$ cat src/logic/rpr_defs.svh
// Register indices, field widths and reset values of the ramp profile registers.
// Assumes inclusion by bare name from the package and the design file.
`ifndef RPR_DEFS_SVH
`define RPR_DEFS_SVH

// ==========================================================================
// Register indices (byte address is four times the index)
`define RPR_IDX_LIVE_VEL    10'h04E
`define RPR_IDX_LIVE_ACC    10'h04F
`define RPR_IDX_START_VEL   10'h050
`define RPR_IDX_FIRST_ACC   10'h051
`define RPR_IDX_FIRST_VEL   10'h052

// ==========================================================================
// Field widths
`define RPR_VEL_W           24
`define RPR_VMAG_W          23
`define RPR_ACC_W           24
`define RPR_START_W         18
`define RPR_A1_W            18
`define RPR_TOPA_W          18
`define RPR_THR_W           20

// ==========================================================================
// Reset values
`define RPR_LIVE_VEL_RST    24'h000000
`define RPR_LIVE_ACC_RST    24'h000000
`define RPR_START_RST       18'h00000
`define RPR_A1_RST          18'h00000
`define RPR_THR_RST         20'h00000

`endif

$ cat src/logic/rpr_pkg.sv
// Types shared by the ramp profile register block and its surroundings.
// Assumes rpr_defs.svh is on the include path.
`include "rpr_defs.svh"

package rpr_pkg;

  // Ramp generator operating modes
  typedef enum logic [1:0] {
    RPR_POSITION,
    RPR_VEL_POS,
    RPR_VEL_NEG,
    RPR_HOLD
  } rpr_mode_t;

  // Live state and limits arriving from the ramp generator
  typedef struct packed {
    rpr_mode_t                 mode;
    logic                      moving_down;
    logic [`RPR_VMAG_W-1:0]    velocity_mag;
    logic [`RPR_ACC_W-1:0]     accel;
    logic [`RPR_TOPA_W-1:0]    top_acceleration;
    logic [`RPR_TOPA_W-1:0]    top_deceleration;
    logic [`RPR_TOPA_W-1:0]    first_deceleration;
  } rpr_ramp_in_t;

  // Early-phase profile handed back to the ramp generator
  typedef struct packed {
    logic [`RPR_START_W-1:0]   start_velocity;
    logic [`RPR_THR_W-1:0]     first_threshold_velocity;
    logic                      phase1_enable;
    logic [`RPR_TOPA_W-1:0]    phase1_accel;
    logic [`RPR_TOPA_W-1:0]    phase1_decel;
  } rpr_profile_t;

endpackage

$ cat src/logic/rpr_regs.sv
// Ramp profile registers of the first axis: live velocity and acceleration
// readback, start velocity, first acceleration and first threshold velocity.
// Assumes an APB master on core_clk and a ramp generator on the same clock.
`timescale 1ns/1ns
`include "rpr_defs.svh"

module rpr_regs
  import rpr_pkg::*;
(
  // Clock and reset
  input  wire logic          core_clk,
  input  wire logic          rst_n,
  // APB slave
  input  wire logic          psel,
  input  wire logic          penable,
  input  wire logic          pwrite,
  input  wire logic [11:0]   paddr,
  input  wire logic [31:0]   pwdata,
  input  wire logic [3:0]    pstrb,
  output logic      [31:0]   prdata,
  output logic               pready,
  output logic               pslverr,
  // Ramp generator side
  input  wire rpr_ramp_in_t  ramp_in,
  output rpr_profile_t       profile
);

  // ==========================================================================
  // Storage
  logic [`RPR_VEL_W-1:0]    live_velocity;
  logic [`RPR_ACC_W-1:0]    live_acceleration;
  logic [`RPR_START_W-1:0]  ramp_start_velocity;
  logic [`RPR_A1_W-1:0]     first_phase_accel;
  logic [`RPR_THR_W-1:0]    first_phase_velocity;

  // ==========================================================================
  // APB decode
  logic [9:0]   word_idx;
  logic         aligned;
  logic         hit_vel;
  logic         hit_acc;
  logic         hit_start;
  logic         hit_a1;
  logic         hit_thr;
  logic         mapped;
  logic         setup;
  logic         access;
  logic         wr_en;
  logic [31:0]  next_rdata;

  assign word_idx  = paddr[11:2];
  assign aligned   = (paddr[1:0] == 2'h0);
  assign hit_vel   = aligned && (word_idx == `RPR_IDX_LIVE_VEL);
  assign hit_acc   = aligned && (word_idx == `RPR_IDX_LIVE_ACC);
  assign hit_start = aligned && (word_idx == `RPR_IDX_START_VEL);
  assign hit_a1    = aligned && (word_idx == `RPR_IDX_FIRST_ACC);
  assign hit_thr   = aligned && (word_idx == `RPR_IDX_FIRST_VEL);
  assign mapped    = hit_vel || hit_acc || hit_start || hit_a1 || hit_thr;
  assign setup     = psel && !penable;
  assign access    = psel && penable;
  // Zero wait states: every access completes in its first access cycle
  assign pready    = 1'b1;
  assign wr_en     = access && pready && pwrite && mapped;

  // Byte-lane merge of a write into a word
  function automatic logic [31:0] rpr_merge(input logic [31:0] old_w,
                                            input logic [31:0] new_w,
                                            input logic [3:0]  strb);
    logic [31:0] res;
    res = old_w;
    for (int b = 0; b < 4; b++) begin
      if (strb[b]) begin
        res[b*8 +: 8] = new_w[b*8 +: 8];
      end
    end
    return res;
  endfunction

  always_comb begin
    next_rdata = 32'h00000000;
    // Upper bits stay zero by zero extension of each field
    unique case (1'b1)
      hit_vel:   next_rdata = {8'h00, live_velocity};
      hit_acc:   next_rdata = {8'h00, live_acceleration};
      hit_start: next_rdata = {14'h0000, ramp_start_velocity};
      hit_a1:    next_rdata = {14'h0000, first_phase_accel};
      hit_thr:   next_rdata = {12'h000, first_phase_velocity};
      default:   next_rdata = 32'h00000000;
    endcase
  end

  // Read data sampled in setup so it comes from a flop during access
  always_ff @(posedge core_clk or negedge rst_n) begin
    if (!rst_n) begin
      prdata <= 32'h00000000;
    end else if (setup) begin
      prdata <= pwrite ? 32'h00000000 : next_rdata;
    end
  end

  // Unmapped or unaligned addresses answer with an error
  always_ff @(posedge core_clk or negedge rst_n) begin
    if (!rst_n) begin
      pslverr <= 1'b0;
    end else if (setup) begin
      pslverr <= !mapped;
    end
  end

  // ==========================================================================
  // Writable profile registers
  logic [31:0] merged;
  assign merged = rpr_merge({14'h0000, ramp_start_velocity}, pwdata, pstrb);

  always_ff @(posedge core_clk or negedge rst_n) begin
    if (!rst_n) begin
      ramp_start_velocity <= `RPR_START_RST;
    end else if (wr_en && hit_start) begin
      ramp_start_velocity <= merged[`RPR_START_W-1:0];
    end
  end

  logic [31:0] merged_a1;
  assign merged_a1 = rpr_merge({14'h0000, first_phase_accel}, pwdata, pstrb);

  always_ff @(posedge core_clk or negedge rst_n) begin
    if (!rst_n) begin
      first_phase_accel <= `RPR_A1_RST;
    end else if (wr_en && hit_a1) begin
      first_phase_accel <= merged_a1[`RPR_A1_W-1:0];
    end
  end

  logic [31:0] merged_thr;
  assign merged_thr = rpr_merge({12'h000, first_phase_velocity}, pwdata, pstrb);

  always_ff @(posedge core_clk or negedge rst_n) begin
    if (!rst_n) begin
      first_phase_velocity <= `RPR_THR_RST;
    end else if (wr_en && hit_thr) begin
      first_phase_velocity <= merged_thr[`RPR_THR_W-1:0];
    end
  end

  // ==========================================================================
  // Live readback; bus writes never reach these
  logic [`RPR_VEL_W-1:0] next_velocity;
  // Magnitude plus direction keeps the sign honest even at a zero crossing
  assign next_velocity = ramp_in.moving_down ? (-{1'b0, ramp_in.velocity_mag})
                                             : {1'b0, ramp_in.velocity_mag};

  always_ff @(posedge core_clk or negedge rst_n) begin
    if (!rst_n) begin
      live_velocity <= `RPR_LIVE_VEL_RST;
    end else begin
      live_velocity <= next_velocity;
    end
  end

  always_ff @(posedge core_clk or negedge rst_n) begin
    if (!rst_n) begin
      live_acceleration <= `RPR_LIVE_ACC_RST;
    end else begin
      live_acceleration <= ramp_in.accel;
    end
  end

  // ==========================================================================
  // Early-phase profile
  logic pos_mode;
  logic phase1_on;
  assign pos_mode  = (ramp_in.mode == RPR_POSITION);
  assign phase1_on = pos_mode && (first_phase_velocity != `RPR_THR_RST);

  // Stop velocity below start velocity is left to software; no clamp here
  always_ff @(posedge core_clk or negedge rst_n) begin
    if (!rst_n) begin
      profile <= '0;
    end else begin
      profile.start_velocity           <= pos_mode ? ramp_start_velocity : `RPR_START_RST;
      profile.first_threshold_velocity <= first_phase_velocity;
      profile.phase1_enable            <= phase1_on;
      if (!pos_mode) begin
        profile.phase1_accel <= ramp_in.top_acceleration;
        profile.phase1_decel <= ramp_in.top_acceleration;
      end else if (phase1_on) begin
        profile.phase1_accel <= first_phase_accel;
        profile.phase1_decel <= ramp_in.first_deceleration;
      end else begin
        profile.phase1_accel <= ramp_in.top_acceleration;
        profile.phase1_decel <= ramp_in.top_deceleration;
      end
    end
  end
endmodule

$ cat config.mk
export PLATFORM = sky130hd
export DESIGN_NAME = rpr_regs
export DESIGN_NICKNAME = d
export VERILOG_FILES = /design/src/logic/rpr_pkg.sv /design/src/logic/rpr_regs.sv
export VERILOG_INCLUDE_DIRS = /design/src /design/src/logic
export SDC_FILE = /design/constraint.sdc
export NUM_CORES = 1
export LEC_CHECK = 0
export BUFFER_PORTS_ARGS = -buffer_cell sky130_fd_sc_hd__buf_2
export CAP_MARGIN = 20
export CORE_ASPECT_RATIO = 1.1
export CORE_MARGIN = 8
export CORE_UTILIZATION = 51
export DETAILED_ROUTE_END_ITERATION = 10
export PLACE_DENSITY = 0.8
export SYNTH_ARGS = -nofsm -noshare
export SYNTH_HDL_FRONTEND = slang
export SYNTH_SLANG_ARGS = --single-unit
$ cat constraint.sdc
create_clock -name core_clk -period 3.03 [get_ports core_clk]
set_clock_uncertainty 0.2 [all_clocks]
set_input_delay 0 -clock core_clk [delete_from_list [all_inputs] [get_ports core_clk]]
set_output_delay 0 -clock core_clk [all_outputs]
set_load 0.005 [all_outputs]
# Word-level counts from Yosys, hierarchy flattened

Cells that the tools add are included.

Register bits after elaboration: 212
Word-level logic and storage cells: 61
Bits of input ports: 157
Output and inout port bits: 109

Muxes and demuxes: 6
Equality and inequality tests: 5
Reductions and logical operators: 31
Add/subtract/negate cells: 1

Operators by type and width:

| operator              | number |
|---|---|
| $pmux W24 S5          | 1 |
| $mux W36              | 2 |
| $eq A10 B7 Y1 const B | 5 |
| $mux W24              | 2 |
| $neg A23 Y24          | 1 |
| $reduce_bool A20 Y1   | 1 |
| $mux W18              | 1 |
| $reduce_and A2 Y1     | 9 |
| $logic_and A1 B1 Y1   | 13 |
| $logic_not A2 Y1      | 2 |
| $logic_or A1 B1 Y1    | 4 |
| $logic_not A1 Y1      | 2 |

# Depth between registers and ports, before layout

Depth after elaboration: 9
Mapped depth: 7
Gate-level depth less buffers: 6

# Worst setup path after synthesis

OpenSTA, ideal clock, no wires.

Path type: reg-to-reg
Start: register first_phase_velocity[1]
End: register profile[26] in the netlist's numbering
Path buffers: 1
Setup time: 0.125 ns
Clock period less this slack: 2.279 ns
Arrival time: 1.954 ns
Data required time: 2.705 ns
Stages on the path, launching flop included: 6
Setup slack: 0.751 ns
Cell sequence: dfrtp_1 nor4_1 nand3_1 o21ai_2 buf_2 mux2_2

Word-level cells in the longest chain between the ends: 4

RTL lines:

| what                                 | line            | source |
|---|---|---|
| start: declaration                   | rpr_regs.sv:34  | `` logic [`RPR_THR_W-1:0] first_phase_velocity; `` |
| start signal: assignment             | rpr_regs.sv:139 | `` first_phase_velocity <= `RPR_THR_RST; `` |
| start signal: assignment             | rpr_regs.sv:141 | `` first_phase_velocity <= merged_thr[`RPR_THR_W-1:0]; `` |
| $reduce_bool A20 Y1 (no source line) | --              |  |
| $logic_and A1 B1 Y1                  | rpr_regs.sv:173 | `` assign phase1_on = pos_mode && (first_phase_velocity != `RPR_THR_RST); `` |
| $mux W36                             | rpr_regs.sv:186 | `end else if (phase1_on) begin` |
| $mux W36                             | rpr_regs.sv:183 | `if (!pos_mode) begin` |
| end: declaration                     | rpr_regs.sv:25  | `output rpr_profile_t profile` |

No other way between the ends.
A chain may end at the register's enable or synchronous reset.

# Worst setup path in the final report

Start: input port ramp_in[82] in the netlist's numbering
End: register live_velocity[15]

Word-level cells in the longest chain between the ends: 2

RTL lines:

| what                   | line            | source |
|---|---|---|
| start: declaration     | rpr_regs.sv:24  | `input wire rpr_ramp_in_t ramp_in,` |
| $neg A23 Y24           | rpr_regs.sv:149 | `assign next_velocity = ramp_in.moving_down ? (-{1'b0, ramp_in.velocity_mag})` |
| $mux W24               | rpr_regs.sv:149 |  |
| net next_velocity[15]  | rpr_regs.sv:147 | `` logic [`RPR_VEL_W-1:0] next_velocity; `` |
| end signal: assignment | rpr_regs.sv:154 | `` live_velocity <= `RPR_LIVE_VEL_RST; `` |
| end signal: assignment | rpr_regs.sv:156 | `live_velocity <= next_velocity;` |
| end: declaration       | rpr_regs.sv:30  | `` logic [`RPR_VEL_W-1:0] live_velocity; `` |

The timed path passes the listed nets, and every way through them passes these cells.

==> results_tabular.tex <==
\begin{tabular}{lr}
\hline
Metric & Value \\
\hline
\multicolumn{2}{l}{\textbf{Floorplanning}} \\
\quad Area of the die & 20800 um2 \\
\quad Site row count & 49 \\
\quad Boundary pin count & 266 \\
\quad Die Ht & 150 um \\
\quad Die X & 138 um \\
\quad Area of the placeable core & 16200 um2 \\
\quad Starting density of the core & 51.7\% \\
\multicolumn{2}{l}{\textbf{Synthesis}} \\
\quad Cell type with the largest total area after synthesis & dfrtp\_1 \\
\quad Per-instance average area after synthesis & 12.7 um2 \\
\quad Share of synthesized flip-flops with an asynchronous set or reset & 100\% \\
\quad Number of storage elements in the synthesis netlist & 204 \\
\quad Synth cell count leaders & dfrtp\_1, mux2\_2, a21oi\_1 \\
\quad Number of flops mapped to enable cells by yosys & 0 \\
\quad Predominant post-synthesis flop cell & dfrtp\_1 \\
\quad Cell types with the largest area share after synthesis & dfrtp\_1, mux2\_2, a21oi\_1 \\
\quad Number of unique standard cell types used by synthesis & 50 \\
\quad Most instantiated library cell after synthesis & dfrtp\_1 \\
\quad Post-synth design cell area & 8360 um2 \\
\quad Syn. warnings & 0 \\
\quad Share of the yosys chip area belonging to registers & 61.1\% \\
\quad Area fraction of the dominant cell type after synthesis & 61.1\% \\
\quad Post-Syn Instances & 659 \\
\multicolumn{2}{l}{\textbf{Flow run}} \\
\quad Maxcap violations & 0 \\
\multicolumn{2}{l}{\textbf{Critical path}} \\
\quad Worst reg2reg path endpoint & profile[17] \\
\quad Data required time of the worst path & 3.24 ns \\
\quad Maximum fanout along the worst path & 8 \\
\quad Endpoint class of the critical path & flip-flop \\
\quad Reg2reg setup slack & 0.12 ns \\
\quad Worst R2R Start & first\_phase\_velocity[1] \\
\quad Startpoint kind of the worst setup timing path & input port \\
\quad Worst Setup Path Type & input port to flip-flop \\
\quad Worst Reg2Reg Path Length in Cells & 6 \\
\quad Arrival time reported for the critical path endpoint & 3.18 ns \\
\multicolumn{2}{l}{\textbf{Detailed routing}} \\
\quad Number of nets with antenna violations after routing & 0 \\
\quad First-iteration detailed-routing DRC count & 494 \\
\quad Average wire per standard cell & 23.3 um \\
\quad Average vias per placed instance & 5.73 \\
\quad First-pass iteration count of the detailed router & 5 \\
\quad Vias after detailed routing & 7544 \\
\quad DRC errors left & 0 \\
\quad Final wirelength & 30700 um \\
\multicolumn{2}{l}{\textbf{Timing}} \\
\quad Highest achievable clock rate & 337 MHz \\
\quad Post-layout minimum cycle time & 2.97 ns \\
\quad Final Setup Violations & 0 \\
\quad Setup TNS & 0 ns \\
\quad Worst-Margin Slew & 0.835 ns \\
\quad Final Max Tran Viols & 0 \\
\quad Post-route worst setup slack & 0.0597 ns \\
\quad RSZ-0062 raised after global routing & false \\
\quad Post-route clock period utilization & 98.0\% \\
\quad Post-route worst hold slack & 0.0283 ns \\
\quad Final Hold Fails & 0 \\
\quad Slew Limit Headroom & 44.4\% \\
\multicolumn{2}{l}{\textbf{Pwr}} \\
\quad Power density normalized to cell area & 496 nW/um2 \\
\quad IR drop worst, VDD & 0.489 mV \\
\quad Total power after layout & 6.19 mW \\
\quad Leakage & 6.05 nW \\
\multicolumn{2}{l}{\textbf{Cells and area}} \\
\quad Non-filler cells, final & 1316 \\
\quad Proportion of layout cells with a drive suffix above 1 & 35.0\% \\
\quad Number of fill cells in the layout & 874 \\
\quad Signed area change from the synthesized netlist to the final layout & 49.2\% \\
\quad Nets@finish & 1256 \\
\multicolumn{2}{l}{\textbf{Clock network}} \\
\quad CTS H-tree depth & 1 \\
\quad CTS clock-pin slew for the worst setup and hold paths & 0.06 ns \\
\quad Clock Sink Count & 204 \\
\quad \# Post-CTS Setup Buffers & 0 \\
\quad CTS tree & done \\
\quad CTS Buf Count & 21 \\
\quad Maximum clock insertion buffer count & 3 \\
\quad Clock Root Buffer & clkbuf\_16 \\
\quad Worst-Skew Late Latency & 0.50 ns \\
\multicolumn{2}{l}{\textbf{Hold path}} \\
\quad Min-delay src & paddr[2] \\
\quad Class of the most critical hold timing path & input port to flip-flop \\
\quad Hold endpoint & prdata[0] \\
\quad Hold Crit Depth & 6 \\
\multicolumn{2}{l}{\textbf{Place}} \\
\quad Placed insts & 1082 \\
\quad RD Place Congestion & 0.816 \\
\quad Total of buffers placed on input and output ports & 243 \\
\quad Detail Placement HPWL & 17400 um \\
\quad Post-placement worst setup slack & 0.741 ns \\
\multicolumn{2}{l}{\textbf{Global routing}} \\
\quad Overflow left after global routing & 0 \\
\quad Number of antenna violations at the first check in global routing & 0 \\
\quad Global-route wire length before repair & 47100 um \\
\quad GRT Resource Usage Total & 28.5\% \\
\quad Via count of the first global-routing pass & 8311 \\
\quad Maximum number of pins on one net before global-route repair & 51 \\
\multicolumn{2}{l}{\textbf{Outcome}} \\
\quad Outcome & complete, no violations \\
\hline
\end{tabular}
[cell type report]
class | instances | area [um2] | share of cell area (%)
sequential | 204 | 5100 | 40.9
clock buffer | 30 | 619 | 4.96
timing repair buffer | 458 | 3360 | 26.9
antenna | 1 | 2.50 | 0.0201
clock inverter | 6 | 67.6 | 0.542
multi-input combinational | 410 | 3050 | 24.5
tap | 204 | 255 | 2.05
inverter | 3 | 11.3 | 0.0903
[power by group]
| part | internal [mW] | total (mW) | switching [mW] |
|---|---|---|---|
| logic | 0.388 | 0.731 | 0.343 |
| clock network | 1.51 | 2.59 | 1.08 |
| registers | 2.82 | 2.87 | 0.0436 |
[worst max-delay path by stage]
stage                                       start                end  slack, ns  cells after the start
final                                 ramp_in[82]  live_velocity[15]       0.06                      7
after global routing      first_phase_velocity[1]         profile[6]       0.03                      6
after CTS                                paddr[9]         prdata[18]        0.1                      8
after detailed placement  first_phase_velocity[1]         profile[7]       0.74                      5
after global placement    first_phase_velocity[1]         profile[6]       0.78                      5
after floorplan           first_phase_velocity[1]        profile[26]       0.75                      5
[per-stage QoR]
stage	util (%)	cell area, um2
3_3_place_gp	60.5	9800
6_report	77.1	12500
2_1_floorplan	-	8390
5_1_grt	77.1	12500
4_1_cts	77.1	12500
3_5_place_dp	60.5	9800
[kinds of logic (layout without fill, tap and decap cells)]
| family | after synthesis | count (layout) | share of synthesized area (%) |
|---|---|---|---|
| simple gates | 122 | 122 | 8.26 |
| mux | 96 | 96 | 12.6 |
| xor+xnor | 21 | 21 | 2.20 |
| flops | 204 | 204 | 61.1 |
| buf+inv | 52 | 497 | 3.01 |
| other cells | 2 | 10 | 0.0898 |
| compound gates | 161 | 161 | 12.6 |
| fa+ha+maj | 1 | 1 | 0.150 |
[sequential cells by signal, indices dropped and copies added, names as in the netlist]
signal	flops
live_velocity	24
first_phase_velocity	20
profile	75
first_phase_accel	18
pslverr	1
live_acceleration	24
prdata	24
ramp_start_velocity	18
[what timing repair did]
action / 4_1_cts / 5_1_grt
endpoints found under the hold margin: 362 / 2
hold buffers: 197 / 1
endpoints found under the setup margin: 0 / 10
resized for setup: 0 / 1
[critical path: stages]
cell           delay, ns
dlygate4sd3_1       0.57
buf_2               0.17
or4_4               0.52
or4_1               0.71
o41ai_2             0.37
xnor2_1             0.22
dlygate4sd3_1       0.62
[placed cells by master (no fill, tap or decap), types with 3 or more instances in the layout]
| cell type | instances |
|---|---|
| inv_1 | 3 |
| and2_1 | 19 |
| dfrtp_1 | 204 |
| o31ai_1 | 4 |
| buf_2 | 242 |
| or3_1 | 6 |
| nand2_1 | 12 |
| clkbuf_16 | 21 |
| o41ai_2 | 3 |
| conb_1 | 9 |
| nor2_1 | 24 |
| nand3_1 | 23 |
| a31oi_1 | 18 |
| or4_4 | 4 |
| nor4_1 | 6 |
| mux2_2 | 74 |
| buf_4 | 17 |
| a21oi_1 | 55 |
| a22oi_1 | 18 |
| o31ai_2 | 4 |
| mux2i_1 | 22 |
| nand2b_1 | 4 |
| xnor2_1 | 21 |
| dlygate4sd3_1 | 196 |
| nand4_1 | 3 |
| clkbuf_1 | 3 |
| o2bb2ai_1 | 18 |
| clkbuf_8 | 7 |
| o21ai_0 | 30 |
[layer usage]
metal | up-vias | global-route usage, % | wire (um)
met5 | - | 0 | 0
met1 | 3760 | 32.7 | 11700
met4 | 0 | 10.4 | 1080
li1 | 3261 | - | -
met2 | 440 | 51.5 | 15700
met3 | 83 | 6.21 | 2230
Power figures use the tool's default switching activity.
